**src/rtl/ext_alu_pkg.sv**
```systemverilog
// constants for the extended memory ALU datapath
package ext_alu_pkg;
  localparam int unsigned ADDR_W = 12; // full data memory address, all sections
  localparam int unsigned APB_AW = 8;

  // register byte offsets
  localparam logic [APB_AW-1:0] OFS_CMD    = 8'h00;
  localparam logic [APB_AW-1:0] OFS_ADDR   = 8'h04;
  localparam logic [APB_AW-1:0] OFS_ACC    = 8'h08;
  localparam logic [APB_AW-1:0] OFS_STATUS = 8'h0c;
  localparam logic [APB_AW-1:0] OFS_RESULT = 8'h10;

  // command register fields
  localparam int unsigned CMD_OP_LSB  = 0;
  localparam int unsigned CMD_BIT_LSB = 4;
  localparam int unsigned CMD_GO_BIT  = 8;

  // status register fields
  localparam int unsigned ST_C    = 0;
  localparam int unsigned ST_AC   = 1;
  localparam int unsigned ST_Z    = 2;
  localparam int unsigned ST_OV   = 3;
  localparam int unsigned ST_SC   = 4;
  localparam int unsigned ST_BUSY = 8;

  // operation codes
  localparam logic [2:0] OP_ADD_MEM_TO_ACC_WITH_CARRY = 3'h0;
  localparam logic [2:0] OP_ADD_WITH_CARRY_INTO_MEM   = 3'h1;
  localparam logic [2:0] OP_ADD_MEM_TO_ACC            = 3'h2;
  localparam logic [2:0] OP_ADD_INTO_MEM              = 3'h3;
  localparam logic [2:0] OP_AND_MEM_TO_ACC            = 3'h4;
  localparam logic [2:0] OP_AND_INTO_MEM              = 3'h5;
  localparam logic [2:0] OP_CLEAR_MEM_BYTE            = 3'h6;
  localparam logic [2:0] OP_CLEAR_MEM_BIT             = 3'h7;

  // reset values
  localparam logic [7:0]        ACC_RST   = 8'h00;
  localparam logic [4:0]        FLAGS_RST = 5'h00;
  localparam logic [ADDR_W-1:0] ADDR_RST  = 12'h000;
endpackage : ext_alu_pkg

```
**src/rtl/extended_mem_alu_ops.sv**
```systemverilog
// extended memory ALU: add, and, clear on any data memory byte, APB control
`timescale 1ns/1ps
module extended_mem_alu_ops (
  input  wire logic                        clk,
  input  wire logic                        sys_rst,
  input  wire logic                        psel,
  input  wire logic                        penable,
  input  wire logic                        pwrite,
  input  wire logic [ext_alu_pkg::APB_AW-1:0] paddr,
  input  wire logic [31:0]                 pwdata,
  output logic      [31:0]                 prdata,
  output logic                             pready,
  output logic                             pslverr,
  output logic      [ext_alu_pkg::ADDR_W-1:0] mem_addr,
  output logic                             mem_rd_en,
  output logic                             mem_wr_en,
  output logic      [7:0]                  mem_wdata,
  input  wire logic [7:0]                  mem_rdata
);
  import ext_alu_pkg::*;

  typedef enum logic [1:0] {st_idle, st_fetch, st_exec} phase_e;

  typedef struct packed {
    phase_e              phase;
    logic [2:0]          op;
    logic [2:0]          bit_sel;
    logic [ADDR_W-1:0]   addr;
    logic [7:0]          acc;
    logic [4:0]          flags;
    logic [7:0]          result;
    logic [ADDR_W-1:0]   mem_addr;
    logic                mem_rd_en;
    logic                mem_wr_en;
    logic [7:0]          mem_wdata;
    logic [31:0]         prdata;
    logic                pready;
    logic                pslverr;
  } state_s;

  state_s st_q;
  state_s st_d;

  // returns {sc, ov, c, ac, sum}
  function automatic logic [11:0] add8(input logic [7:0] a,
                                       input logic [7:0] b,
                                       input logic       cin);
    logic [4:0] lo;
    logic [7:0] low7;
    logic [8:0] full;
    logic       ov;
    lo   = {1'b0, a[3:0]} + {1'b0, b[3:0]} + {4'h0, cin};
    low7 = {1'b0, a[6:0]} + {1'b0, b[6:0]} + {7'h00, cin};
    full = {1'b0, a} + {1'b0, b} + {8'h00, cin};
    ov   = low7[7] ^ full[8];
    return {ov ^ full[7], ov, full[8], lo[4], full[7:0]};
  endfunction : add8

  function automatic logic is_zero(input logic [7:0] v);
    return v == 8'h00;
  endfunction : is_zero

  logic        apb_hit;
  logic        apb_done;
  logic [11:0] sum_info;
  logic        use_cin;
  logic [7:0]  res;
  logic        to_acc;
  logic        arith;
  logic        logic_op;

  always_comb begin
    st_d     = st_q;
    apb_hit  = psel && penable && !st_q.pready;
    apb_done = psel && penable && st_q.pready;
    use_cin  = (st_q.op == OP_ADD_MEM_TO_ACC_WITH_CARRY) ||
               (st_q.op == OP_ADD_WITH_CARRY_INTO_MEM);
    sum_info = add8(st_q.acc, mem_rdata, use_cin && st_q.flags[ST_C]);
    arith    = st_q.op[2] == 1'b0;
    logic_op = (st_q.op == OP_AND_MEM_TO_ACC) ||
               (st_q.op == OP_AND_INTO_MEM);
    to_acc   = (st_q.op == OP_ADD_MEM_TO_ACC_WITH_CARRY) ||
               (st_q.op == OP_ADD_MEM_TO_ACC) ||
               (st_q.op == OP_AND_MEM_TO_ACC);
    case (st_q.op)
      OP_AND_MEM_TO_ACC, OP_AND_INTO_MEM:
        res = st_q.acc & mem_rdata;
      OP_CLEAR_MEM_BYTE: res = 8'h00;
      OP_CLEAR_MEM_BIT:  res = mem_rdata & ~(8'h01 << st_q.bit_sel);
      default:
        res = sum_info[7:0];
    endcase

    // apb slave: one wait state, answer registered
    st_d.pready  = apb_hit;
    st_d.pslverr = 1'b0;
    if (apb_hit) begin
      st_d.prdata = 32'h0000_0000;
      case (paddr)
        OFS_CMD:    st_d.prdata = {29'h0, st_q.op};
        OFS_ADDR:   st_d.prdata = {20'h0, st_q.addr};
        OFS_ACC:    st_d.prdata = {24'h0, st_q.acc};
        OFS_STATUS: st_d.prdata = {23'h0, st_q.phase != st_idle, 3'h0,
                                   st_q.flags};
        OFS_RESULT: st_d.prdata = {24'h0, st_q.result};
        default:    st_d.pslverr = 1'b1;
      endcase
    end

    st_d.mem_rd_en = 1'b0;
    st_d.mem_wr_en = 1'b0;
    case (st_q.phase)
      st_idle: begin
        // acc, flags and address are only writable while idle
        if (apb_done && pwrite) begin
          case (paddr)
            OFS_ADDR:   st_d.addr  = pwdata[ADDR_W-1:0];
            OFS_ACC:    st_d.acc   = pwdata[7:0];
            OFS_STATUS: st_d.flags = pwdata[4:0];
            OFS_CMD: begin
              st_d.op      = pwdata[CMD_OP_LSB +: 3];
              st_d.bit_sel = pwdata[CMD_BIT_LSB +: 3];
              if (pwdata[CMD_GO_BIT]) begin
                st_d.phase     = st_fetch;
                st_d.mem_addr  = st_q.addr;
                st_d.mem_rd_en = 1'b1;
              end
            end
            default: ;
          endcase
        end
      end
      st_fetch: st_d.phase = st_exec;
      st_exec: begin
        st_d.phase  = st_idle;
        st_d.result = res;
        if (to_acc) begin
          st_d.acc = res;
        end else begin
          st_d.mem_wr_en = 1'b1;
          st_d.mem_wdata = res;
        end
        if (arith) begin
          st_d.flags[ST_C]  = sum_info[9];
          st_d.flags[ST_AC] = sum_info[8];
          st_d.flags[ST_OV] = sum_info[10];
          st_d.flags[ST_SC] = sum_info[11];
        end
        if (arith || logic_op) begin
          st_d.flags[ST_Z] = is_zero(res);
        end
      end
      default: st_d.phase = st_idle;
    endcase
  end

  always_ff @(posedge clk or posedge sys_rst) begin
    if (sys_rst) begin
      st_q           <= '0;
      st_q.phase     <= st_idle;
      st_q.addr      <= ADDR_RST;
      st_q.acc       <= ACC_RST;
      st_q.flags     <= FLAGS_RST;
      st_q.mem_addr  <= ADDR_RST;
    end else begin
      st_q <= st_d;
    end
  end

  assign prdata    = st_q.prdata;
  assign pready    = st_q.pready;
  assign pslverr   = st_q.pslverr;
  assign mem_addr  = st_q.mem_addr;
  assign mem_rd_en = st_q.mem_rd_en;
  assign mem_wr_en = st_q.mem_wr_en;
  assign mem_wdata = st_q.mem_wdata;

  // checks
  a_full_addr_fetch: assert property (@(posedge clk)
    disable iff (sys_rst)
    mem_rd_en |-> mem_addr == $past(st_q.addr))
    else $error("fetch address not the programmed full address");
  a_adc_acc_sum: assert property (@(posedge clk)
    disable iff (sys_rst)
    st_q.phase == st_exec && st_q.op == OP_ADD_MEM_TO_ACC_WITH_CARRY |=>
    st_q.acc == 8'($past(st_q.acc) + $past(mem_rdata)
                   + {7'h00, $past(st_q.flags[ST_C])}))
    else $error("add with carry to acc gave wrong sum");
  a_adcm_mem_sum: assert property (@(posedge clk)
    disable iff (sys_rst)
    st_q.phase == st_exec && st_q.op == OP_ADD_WITH_CARRY_INTO_MEM |=>
    mem_wr_en && $stable(st_q.acc) && mem_wdata == 8'($past(st_q.acc)
      + $past(mem_rdata) + {7'h00, $past(st_q.flags[ST_C])}))
    else $error("add with carry into memory wrong");
  a_add_carry_out: assert property (@(posedge clk)
    disable iff (sys_rst)
    st_q.phase == st_exec && st_q.op == OP_ADD_MEM_TO_ACC |=>
    st_q.flags[ST_C] == ($past({1'b0, st_q.acc}) + $past({1'b0, mem_rdata})
                         > 9'h0ff))
    else $error("plain add carry flag wrong");
  a_addm_acc_kept: assert property (@(posedge clk)
    disable iff (sys_rst)
    st_q.phase == st_exec && st_q.op == OP_ADD_INTO_MEM |=>
    mem_wr_en && $stable(st_q.acc)
    && mem_wdata == 8'($past(st_q.acc) + $past(mem_rdata)))
    else $error("plain add into memory wrong");
  a_and_only_zero: assert property (@(posedge clk)
    disable iff (sys_rst)
    st_q.phase == st_exec && st_q.op[2:1] == 2'b10 |=>
    st_q.result == ($past(st_q.acc) & $past(mem_rdata))
    && st_q.flags[ST_OV] == $past(st_q.flags[ST_OV])
    && st_q.flags[ST_C] == $past(st_q.flags[ST_C]))
    else $error("and result or flags wrong");
  a_andm_write: assert property (@(posedge clk)
    disable iff (sys_rst)
    st_q.phase == st_exec && st_q.op == OP_AND_INTO_MEM |=>
    mem_wr_en && mem_wdata == ($past(st_q.acc) & $past(mem_rdata)))
    else $error("and into memory not written");
  a_clr_byte: assert property (@(posedge clk)
    disable iff (sys_rst)
    st_q.phase == st_exec && st_q.op == OP_CLEAR_MEM_BYTE |=>
    mem_wr_en && mem_wdata == 8'h00 && $stable(st_q.flags))
    else $error("byte clear wrong");
  a_clr_bit: assert property (@(posedge clk)
    disable iff (sys_rst)
    st_q.phase == st_exec && st_q.op == OP_CLEAR_MEM_BIT |=>
    mem_wr_en && $stable(st_q.flags) && mem_wdata ==
    ($past(mem_rdata) & ~(8'h01 << $past(st_q.bit_sel))))
    else $error("bit clear wrong");
  a_zero_flag: assert property (@(posedge clk)
    disable iff (sys_rst)
    st_q.phase == st_exec && st_q.op[2:1] != 2'b11 |=>
    st_q.flags[ST_Z] == (st_q.result == 8'h00))
    else $error("zero flag disagrees with result");
  a_op_length: assert property (@(posedge clk) disable iff (sys_rst)
    mem_rd_en |=> st_q.phase == st_exec ##1 st_q.phase == st_idle)
    else $error("operation did not take three cycles");

  c_adc_carry: cover property (@(posedge clk) disable iff (sys_rst)
    st_q.phase == st_exec && use_cin && st_q.flags[ST_C]);
  c_mem_write: cover property (@(posedge clk) disable iff (sys_rst)
    mem_wr_en);
  c_bad_addr: cover property (@(posedge clk) disable iff (sys_rst)
    pready && pslverr);
  c_zero_set: cover property (@(posedge clk) disable iff (sys_rst)
    $rose(st_q.flags[ST_Z]));
endmodule : extended_mem_alu_ops

```
**config.mk**
```make
export PLATFORM = sky130hd
export DESIGN_NAME = extended_mem_alu_ops
export DESIGN_NICKNAME = d
export VERILOG_FILES = /design/src/rtl/ext_alu_pkg.sv /design/src/rtl/extended_mem_alu_ops.sv
export SDC_FILE = /design/constraint.sdc
export NUM_CORES = 1
export LEC_CHECK = 0
export ABC_AREA = 1
export BUFFER_PORTS_ARGS = -buffer_cell sky130_fd_sc_hd__buf_2
export CORE_UTILIZATION = 47
export CTS_CLUSTER_SIZE = 10
export DETAILED_ROUTE_END_ITERATION = 10
export GPL_ROUTABILITY_DRIVEN = 0
export PLACE_DENSITY = 0.72
export SETUP_SLACK_MARGIN = 0.05
export SKIP_CTS_REPAIR_TIMING = 1
export SLEW_MARGIN = 20
export SYNTH_ARGS = -nofsm -noshare
export SYNTH_HDL_FRONTEND = slang
export SYNTH_SLANG_ARGS = --single-unit
export TNS_END_PERCENT = 1
```
**constraint.sdc**
```tcl
create_clock -name clk -period 3.4 [get_ports clk]
set_input_delay 0.34 -clock clk [delete_from_list [all_inputs] [get_ports clk]]
set_output_delay 0.34 -clock clk [all_outputs]
set_load 0.02 [all_outputs]
```
==> results.sh, run 1 <==
export IMPL_drt_total_wl_um=10400
export IMPL_synthToLayoutAreaGrowth_pct=7.72
export IMPL_io_buffer_count=68
export IMPL_ff2ff_setup_slack_ns=0.85
export IMPL_report_final_slew_viol_count=0
export IMPL_max_freq_mhz=392
export IMPL_period_needed_ns=2.55
export IMPL_path_common_cell="nand2_1"
export IMPL_cp_data_arrival_time_ns=2.83
export IMPL_dpl_instance_area_um2=4540
export IMPL_grt_total_usage_pct=22.5
export IMPL_grt_pass1_wl_um=16800
export IMPL_highest_layer="met4"
export IMPL_drtIter0Drc=251
export IMPL_fin_ws_ns=0.849
export IMPL_insertion_delay_ns=0.36
export IMPL_worstPathCellList="nor3_1 -> fa_1 -> fa_1 -> nand2_1 -> nand2_1 -> nand2_1 -> nand2_1 -> nand3_1 -> nand2_1 -> inv_1 -> nand2_1 -> nor2_1 -> nand3_1 -> a21oi_1"
export IMPL_cts_root_buf="clkbuf_8"
export IMPL_yosys_warnings=0
export IMPL_drc=0
export IMPL_die_w_um=98.8
export IMPL_worst_clock_skew_ns=0.0120
export IMPL_grt_pass1_vias=3401
export IMPL_start_util_pct=49.6
export IMPL_reg2reg_depth=14
export IMPL_place_inst=708
export IMPL_r2r_end="st_q[66]"
export IMPL_status="finished clean"
export IMPL_grt_ovfl_total=0
export IMPL_synth_avg_cell_area_um2=7.72
export IMPL_cts_sinks=77
export IMPL_maxCapViolCount=0
export IMPL_end_kind="register"
export IMPL_yosysUniqueCellTypes=35
export IMPL_pre_cts_slack_ns=0.912
export IMPL_layout_cells_non_filler=724
export IMPL_m1WireLength_um=4590
export IMPL_holdCritPathClass="in -> async"
export IMPL_synth_seq_area_share_pct=43.7
export IMPL_rsz0062_at_grt="false"
export IMPL_finalSetupViolCount=0
export IMPL_grt_max_degree=42
export IMPL_async_flop_share_pct=100
export IMPL_fillers=857
export IMPL_dr_pass1_iters=6
export IMPL_cts_max_level=3
export IMPL_netlist_area_um2=4410
export IMPL_min_period_over_period_pct=75.0
export IMPL_tns_ns=0
export IMPL_hold_violations=0
export IMPL_timing_hold_ws_ns=0.181
export IMPL_tightest_slew_ns=0.913
export IMPL_dr_wl_met3_um=622
export IMPL_critPathMaxFanout=6
export IMPL_crit_slowest_cell="dfrtp_1"
export IMPL_pin_count=109
export IMPL_synth_edf_count=0
export IMPL_total_power_mw=1.80
export IMPL_hpwl_um=7920
export IMPL_nets=673
export IMPL_wl_per_cell_um=14.3
export IMPL_synth_ff_type="dfrtp_1"
export IMPL_wl_met2_um=4920
export IMPL_cpPeakStageDelay_ns=0.49
export IMPL_clkTransAtPathRegs_ns=0.09
export IMPL_num_rows=34
export IMPL_cp_start_kind="register"
export IMPL_synth_seq_cells=77
export IMPL_peakVddDrop_mv=0.212
export IMPL_design_area_um2=4750
export IMPL_drive_gt1_share_pct=18.2
export IMPL_syn_inst=571
export IMPL_pwr_density_cell_nw_per_um2=379
export IMPL_leakagePower_nw=2.56
export IMPL_num_vias=3745
export IMPL_numCtsBuffers=9
export IMPL_die_area_um2=9770
export IMPL_antenna_left=0
export IMPL_antenna_found_initial=0
export IMPL_layout_common_cells="nand2_1 (161), dfrtp_1 (77), buf_2 (68)"
export IMPL_clk_path_buf_depth=2
export IMPL_fin_util_pct=53.4
export IMPL_core_area_um2=8890
export IMPL_cts_tree="done"
export IMPL_slew_limit_headroom_pct=39.0
export IMPL_diodes=0
export IMPL_vias_per_cell=5.17
export IMPL_required_ns=3.68
export IMPL_final_common_cell="nand2_1"
export IMPL_crit_type="reg -> reg"
export IMPL_r2r_start="st_q[94]"
export IMPL_die_y_um=98.8
[worst max-delay path, delay by kind of cell (launching register included)]
kind | cells | cell delay (ns)
AND/OR/NAND/NOR | 10 | 0.85
flip-flops | 1 | 0.49
AO/OA/AOI/OAI | 1 | 0.14
adder cells (fa/ha/maj) | 2 | 0.88
buffers and inverters | 1 | 0.11
[synth_stat cells (2+ instances only)]
cell	n	area share (%)
clkbuf_1	3	0.26
o21ai_1	3	0.34
nor2_4	3	0.77
o22ai_1	4	0.57
nand3_1	31	3.5
nand4_1	3	0.43
o21ai_0	34	3.9
a21oi_1	22	2.5
fa_1	2	0.91
buf_4	53	9.0
o31ai_1	2	0.34
inv_2	5	0.43
ha_1	7	2.0
a31oi_1	11	1.6
dfrtp_1	77	44
nor3_1	2	0.23
o21a_1	2	0.34
nor2_1	53	4.5
buf_2	3	0.34
buf_6	2	0.51
nor2_2	4	0.57
o2111ai_1	2	0.40
inv_1	66	5.6
nand2_1	161	14
o21ai_2	4	0.79
nand2_2	3	0.43
[final cells by class]
type	count	area (µm²)	share of cell area [%]
sequential	77	1930	40.6
multi-input combinational	380	1830	38.6
timing repair buffer	71	375	7.91
inverter	72	273	5.75
tap	108	135	2.85
clock buffer	9	124	2.61
clock inverter	7	81.3	1.71
[registers in the layout, indices dropped and copies added (netlist names)]
name and count:
st_q 41, mem_addr 12, prdata 12, mem_wdata 8
mem_rd_en 1, mem_wr_en 1, pready 1, pslverr 1
[how the worst max path moves through the flow]
stage	from	to	slack (ns)	cells past startpoint
after global placement	st_q[94]	st_q[66]	0.98	14
after global routing	st_q[94]	st_q[67]	0.66	15
final	st_q[94]	st_q[66]	0.85	14
after floorplan	sys_rst	mem_addr[0]	1.09	1
after detailed placement	st_q[94]	st_q[66]	0.91	14
after CTS	st_q[94]	st_q[66]	0.87	14
[power breakdown]
part | internal [mW] | switching [mW] | total (mW)
Sequential | 0.925 | 0.00660 | 0.931
Combinational | 0.0430 | 0.109 | 0.152
Clock | 0.351 | 0.366 | 0.716
[kinds of logic (layout without fill, tap and decap cells)]
group | count (synthesis) | after routing | share of synthesized area (%)
DFF | 77 | 77 | 43.7
adders and majority gates | 9 | 9 | 2.90
AOI/OAI and AO/OA | 87 | 87 | 11.6
other | 1 | 20 | 0.0851
buffers and inverters | 133 | 159 | 16.3
and+or+nand+nor | 264 | 264 | 25.3
[routing by layer]
metal	vias up	GRT usage [%]
met5	-	0
li1	1828	-
met4	0	7.46
met3	21	4.33
met1	1765	30.5
met2	131	36.3
Note: power is estimated with default switching activity, not from simulation.
==> run 2, diff against run 1 <==
--- a/config.mk
+++ b/config.mk
@@ -11,7 +11,7 @@
 export CTS_CLUSTER_SIZE = 10
 export DETAILED_ROUTE_END_ITERATION = 10
 export GPL_ROUTABILITY_DRIVEN = 0
-export PLACE_DENSITY = 0.72
+export PLACE_DENSITY = 0.75
 export SETUP_SLACK_MARGIN = 0.05
 export SKIP_CTS_REPAIR_TIMING = 1
 export SLEW_MARGIN = 20
==> constraint.sdc (replaced) <==
create_clock -name clk -period 2.1 [get_ports clk]
set_input_delay 0.21 -clock clk [delete_from_list [all_inputs] [get_ports clk]]
set_output_delay 0.21 -clock clk [all_outputs]
set_load 0.02 [all_outputs]
==> run 2 against run 1 <==
The run now ends with setup timing left. Clock skew fell by 0.0025 ns. Highest routed layer unchanged. Critical path type unchanged. Fmax rose by 19%. Non-clock buffer count rose by 18. Setup slack got worse by 0.90 ns. Largest cell class unchanged.
==> results.sh, run 2 (synthesis gave the netlist of run 1 again) <==
export IMPL_worstPathCellList="inv_2 -> nor3_2 -> fa_2 -> fa_2 -> nand2_2 -> nand2_2 -> nand3_1 -> nand3_1 -> nand3_1 -> nand2_1 -> nor2_1 -> nand3_1 -> a21oi_1"
export IMPL_start_util_pct=49.6
export IMPL_crit_type="reg -> reg"
export IMPL_synthToLayoutAreaGrowth_pct=11.9
export IMPL_die_w_um=98.8
export IMPL_drtIter0Drc=274
export IMPL_grt_ovfl_total=0
export IMPL_layout_cells_non_filler=742
export IMPL_end_kind="register"
export IMPL_worst_clock_skew_ns=0.00951
export IMPL_report_final_slew_viol_count=0
export IMPL_place_inst=725
export IMPL_hold_depth=3
export IMPL_pwr_density_cell_nw_per_um2=595
export IMPL_nets=691
export IMPL_die_area_um2=9770
export IMPL_drc=0
export IMPL_r2r_end="st_q[66]"
export IMPL_hold_start="pwdata[11]"
export IMPL_dr_wl_met3_um=554
export IMPL_fin_ws_ns=-0.0519
export IMPL_min_to="st_q[88]"
export IMPL_path_common_cell="nand3_1"
export IMPL_holdCritPathClass="in -> reg"
export IMPL_grt_total_usage_pct=22.2
export IMPL_min_period_over_period_pct=102
export IMPL_ff2ff_setup_slack_ns=-0.05
export IMPL_num_rows=34
export IMPL_m1WireLength_um=4720
export IMPL_final_common_cell="nand2_1"
export IMPL_critPathMaxFanout=3
export IMPL_r2r_start="st_q[64]"
export IMPL_cp_data_arrival_time_ns=2.43
export IMPL_cts_tree="done"
export IMPL_violations="setup timing"
export IMPL_insertion_delay_ns=0.36
export IMPL_rsz0062_at_grt="true"
export IMPL_leakagePower_nw=2.64
export IMPL_max_freq_mhz=465
export IMPL_wl_per_cell_um=13.9
export IMPL_timing_hold_ws_ns=0.0926
export IMPL_layout_common_cells="nand2_1 (155), dfrtp_1 (77), buf_2 (68)"
export IMPL_cts_max_level=3
export IMPL_cts_root_buf="clkbuf_8"
export IMPL_hpwl_um=7880
export IMPL_cp_buffers_inverters=1
export IMPL_hold_violations=0
export IMPL_finalSetupViolCount=2
export IMPL_drive_gt1_share_pct=22.1
export IMPL_drt_total_wl_um=10300
export IMPL_reg2reg_depth=13
export IMPL_status="complete, but fails checks"
export IMPL_crit_slowest_cell="dfrtp_1"
export IMPL_antenna_found_initial=0
export IMPL_largest_reg_flops=41
export IMPL_io_buffer_count=68
export IMPL_largest_register="st_q"
export IMPL_dr_pass1_iters=5
export IMPL_pin_count=109
export IMPL_wl_met2_um=4780
export IMPL_vias_per_cell=5.09
export IMPL_numCtsBuffers=9
export IMPL_cp_top_family="simple AND/OR/NAND/NOR gates"
export IMPL_die_y_um=98.8
export IMPL_period_needed_ns=2.15
export IMPL_maxCapViolCount=0
export IMPL_pre_cts_slack_ns=-0.180
export IMPL_cp_start_kind="register"
export IMPL_clk_path_buf_depth=2
export IMPL_peakVddDrop_mv=0.307
export IMPL_clkTransAtPathRegs_ns=0.09
export IMPL_grt_max_degree=78
export IMPL_antenna_left=0
export IMPL_diodes=0
export IMPL_highest_layer="met4"
export IMPL_cts_sinks=77
export IMPL_num_vias=3777
export IMPL_cpPeakStageDelay_ns=0.38
export IMPL_grt_pass1_wl_um=16800
export IMPL_required_ns=2.38
export IMPL_grt_pass1_vias=3511
export IMPL_core_area_um2=8890
export IMPL_fin_util_pct=55.4
==> run 2: cell count changes in the layout (fill, tap and decap cells not counted), sizes merged <==
cell	change
buf	+17
clkinvlp	+2
dlygate4sd3	+1
inv	-2
==> run 2: area by class of cell <==
type	count	area, µm²
Tap cell	108	135
Clock buffer	9	124
Clock inverter	7	81.3
Inverter	72	277
Fill cell	791	3960
Timing Repair Buffer	89	526
Multi-Input combinational cell	380	1860
Sequential cell	77	1930
==> run 2: worst max path at each step <==
| stage | from | end | slack [ns] | depth (start not counted) |
|---|---|---|---|---|
| floorplan | st_q[93] | st_q[67] | -0.07 | 16 |
| global placement | st_q[64] | st_q[66] | -0.11 | 11 |
| detailed placement | st_q[64] | st_q[66] | -0.18 | 11 |
| CTS | st_q[64] | st_q[66] | -0.20 | 11 |
| global route | st_q[64] | st_q[67] | -0.17 | 16 |
| finish | st_q[64] | st_q[66] | -0.05 | 13 |
==> run 2: per-layer routing <==
layer  global-route usage, %  vias up
li1                        -     1864
met1                    30.5     1741
met2                    35.1      147
met3                    3.12       25
met4                    9.53        0
met5                       0        -
==> run 2: report_power, final <==
part,internal (mW),total [mW],switching [mW],leakage (nW)
logic,0.0829,0.265,0.182,1.59
clock network,0.563,1.16,0.598,0.100
registers,1.50,1.51,0.0116,0.951
total,2.14,2.93,0.791,2.64
==> run 2: through the flow <==
step | setup TNS [ns] | cell area [µm²] | power (mW)
global route | -0.742 | 4930 | 3.03
detailed placement | -0.589 | 4690 | 1.80
global placement | -0.348 | 4690 | 1.79
finish | -0.0739 | 4930 | 2.93
floorplan | -0.115 | 4480 | 1.73
CTS | -0.730 | 4890 | 2.94
==> run 2: worst reg2reg max path: cells and delay by family, from the launching register on <==
kind	cells	cell delay (ns)
flops	1	0.38
fa+ha+maj	2	0.72
compound gates	1	0.14
buf+inv	1	0.06
simple gates	9	0.78
==> run 3, diff against run 2 <==
--- a/config.mk
+++ b/config.mk
@@ -14,6 +14,7 @@
 export PLACE_DENSITY = 0.75
 export SETUP_SLACK_MARGIN = 0.05
 export SKIP_CTS_REPAIR_TIMING = 1
+export SKIP_LAST_GASP = 1
 export SLEW_MARGIN = 20
 export SYNTH_ARGS = -nofsm -noshare
 export SYNTH_HDL_FRONTEND = slang
==> run 3 against run 2 <==
The flow still finishes with violations (setup timing). Clock skew hardly changed. Combinational power is essentially flat. Design area shrank 0.28%. Via count down 0.48%. Critical path depth is 2 higher. Routed wire length is essentially flat. Register-to-register slack got worse by 0.03 ns. Non-clock buffer count stayed put. Critical endpoint unchanged. Largest cell class unchanged. Highest routed layer unchanged.
==> results.sh, run 3 (synthesis gave the netlist of run 1 again) <==
export IMPL_layout_common_cells="nand2_1 (159), dfrtp_1 (77), buf_2 (68)"
export IMPL_worst_clock_skew_ns=0.00930
export IMPL_design_area_um2=4920
export IMPL_required_ns=2.38
export IMPL_min_period_over_period_pct=104
export IMPL_nets=691
export IMPL_path_common_cell="nand2_1"
export IMPL_pin_count=109
export IMPL_fin_ws_ns=-0.0836
export IMPL_rsz0062_at_grt="true"
export IMPL_seq_power_share_pct=51.4
export IMPL_pre_cts_slack_ns=-0.180
export IMPL_clock_power_share_pct=39.6
export IMPL_grt_pass1_vias=3511
export IMPL_holdCritPathClass="in -> reg"
export IMPL_hpwl_um=7880
export IMPL_clkTransAtPathRegs_ns=0.09
export IMPL_pwr_density_cell_nw_per_um2=596
export IMPL_drtIter0Drc=298
export IMPL_diodes=0
export IMPL_status="complete, but fails checks"
export IMPL_fin_util_pct=55.3
export IMPL_cp_top_family="simple AND/OR/NAND/NOR gates"
export IMPL_timing_hold_ws_ns=0.0909
export IMPL_cts_root_buf="clkbuf_8"
export IMPL_dpl_instance_area_um2=4690
export IMPL_die_area_um2=9770
export IMPL_cp_start_kind="register"
export IMPL_die_y_um=98.8
export IMPL_end_kind="register"
export IMPL_p_comb_share_pct=9.0
export IMPL_clk_path_buf_depth=2
export IMPL_cp_data_arrival_time_ns=2.46
export IMPL_final_common_cell="nand2_1"
export IMPL_cts_max_level=3
export IMPL_worstPathCellList="inv_1 -> nor3_2 -> fa_2 -> fa_2 -> nand2_1 -> nand2_1 -> nand2_1 -> nand2_1 -> nand3_1 -> nand2_1 -> inv_1 -> nand2_1 -> nor2_1 -> nand3_1 -> a21oi_1"
export IMPL_peakVddDrop_mv=0.308
export IMPL_num_vias=3759
export IMPL_grt_max_degree=78
export IMPL_antenna_left=0
export IMPL_switching_power_mw=0.789
export IMPL_vias_per_cell=5.07
export IMPL_largest_reg_flops=41
export IMPL_grt_pass1_wl_um=16800
export IMPL_report_final_slew_viol_count=0
export IMPL_multiInputGateArea_um2=1850
export IMPL_wl_per_cell_um=13.9
export IMPL_intPower_mw=2.14
export IMPL_critPathMaxFanout=3
export IMPL_drive_gt1_share_pct=21.1
export IMPL_start_util_pct=49.6
export IMPL_cts_sinks=77
export IMPL_cp_buffers_inverters=2
export IMPL_leakagePower_nw=2.64
export IMPL_largest_register="st_q"
export IMPL_cpPeakStageDelay_ns=0.36
export IMPL_insertion_delay_ns=0.36
export IMPL_violations="setup timing"
export IMPL_crit_slowest_cell="dfrtp_1"
export IMPL_crit_type="reg -> reg"
export IMPL_swShare_pct=26.9
export IMPL_die_w_um=98.8
export IMPL_drc=0
export IMPL_core_area_um2=8890
export IMPL_place_inst=725
export IMPL_grt_total_usage_pct=22.2
export IMPL_drt_total_wl_um=10300
export IMPL_hold_violations=0
export IMPL_synthToLayoutAreaGrowth_pct=11.6
export IMPL_max_freq_mhz=458
export IMPL_antenna_found_initial=0
export IMPL_seq_area_um2=1930
export IMPL_period_needed_ns=2.18
export IMPL_io_buffer_count=68
export IMPL_grt_ovfl_total=0
export IMPL_numCtsBuffers=9
export IMPL_layout_cells_non_filler=742
export IMPL_fillers=795
export IMPL_finalSetupViolCount=3
export IMPL_cts_tree="done"
export IMPL_maxCapViolCount=0
export IMPL_num_rows=34
export IMPL_dr_pass1_iters=5
[run 3: final cells by class]
| class | instances | area share (%) |
|---|---|---|
| Clock buffer | 9 | 2.52 |
| Multi-Input combinational cell | 380 | 37.6 |
| Clock inverter | 7 | 1.65 |
| Inverter | 72 | 5.62 |
| Timing Repair Buffer | 89 | 10.7 |
| Sequential cell | 77 | 39.2 |
| Tap cell | 108 | 2.75 |
[run 3: worst register-to-register path: stages (launching register included)]
cell and delay [ns]:
dfrtp_1 0.36, inv_1 0.08, nor3_2 0.05, fa_2 0.35
fa_2 0.36, nand2_1 0.07, nand2_1 0.08, nand2_1 0.09
nand2_1 0.05, nand3_1 0.07, nand2_1 0.08, inv_1 0.08
nand2_1 0.06, nor2_1 0.11, nand3_1 0.09, a21oi_1 0.14
[run 3: power groups by stage]
stage / sequential (mW) / combinational (mW) / clock, mW
2_1_floorplan: 1.54 / 0.193 / 0
3_3_place_gp: 1.54 / 0.255 / 0
3_5_place_dp: 1.54 / 0.259 / 0
4_1_cts: 1.51 / 0.260 / 1.17
5_1_grt: 1.51 / 0.291 / 1.22
6_report: 1.51 / 0.263 / 1.16
[run 3: final timing paths]
kind / slack [ns] / cells past startpoint / start / to
max: -0.08 / 15 / st_q[64] / st_q[66]
min: 0.09 / 3 / pwdata[11] / st_q[88]
max reg2reg: -0.08 / 15 / st_q[64] / st_q[66]
min reg2reg: 0.47 / 2 / mem_addr[2] / mem_addr[2]
max in group asynchronous: 1.28 / 4 / sys_rst / prdata[4]
min in group asynchronous: 0.48 / 4 / sys_rst / mem_addr[5]
[run 3: metrics by stage]
stage | TNS [ns] | power, mW
detailed placement | -0.589 | 1.80
global placement | -0.348 | 1.79
floorplan | -0.115 | 1.73
global route | -1.32 | 3.02
CTS | -0.730 | 2.94
finish | -0.136 | 2.93
[run 3: routing by layer]
layer	up-vias	share of wire [%]	global-route usage [%]
met5	-	0	0
met4	0	2.5	9.53
met3	25	5.4	3.12
met2	132	47	35.1
met1	1740	45	30.5
li1	1862	-	-
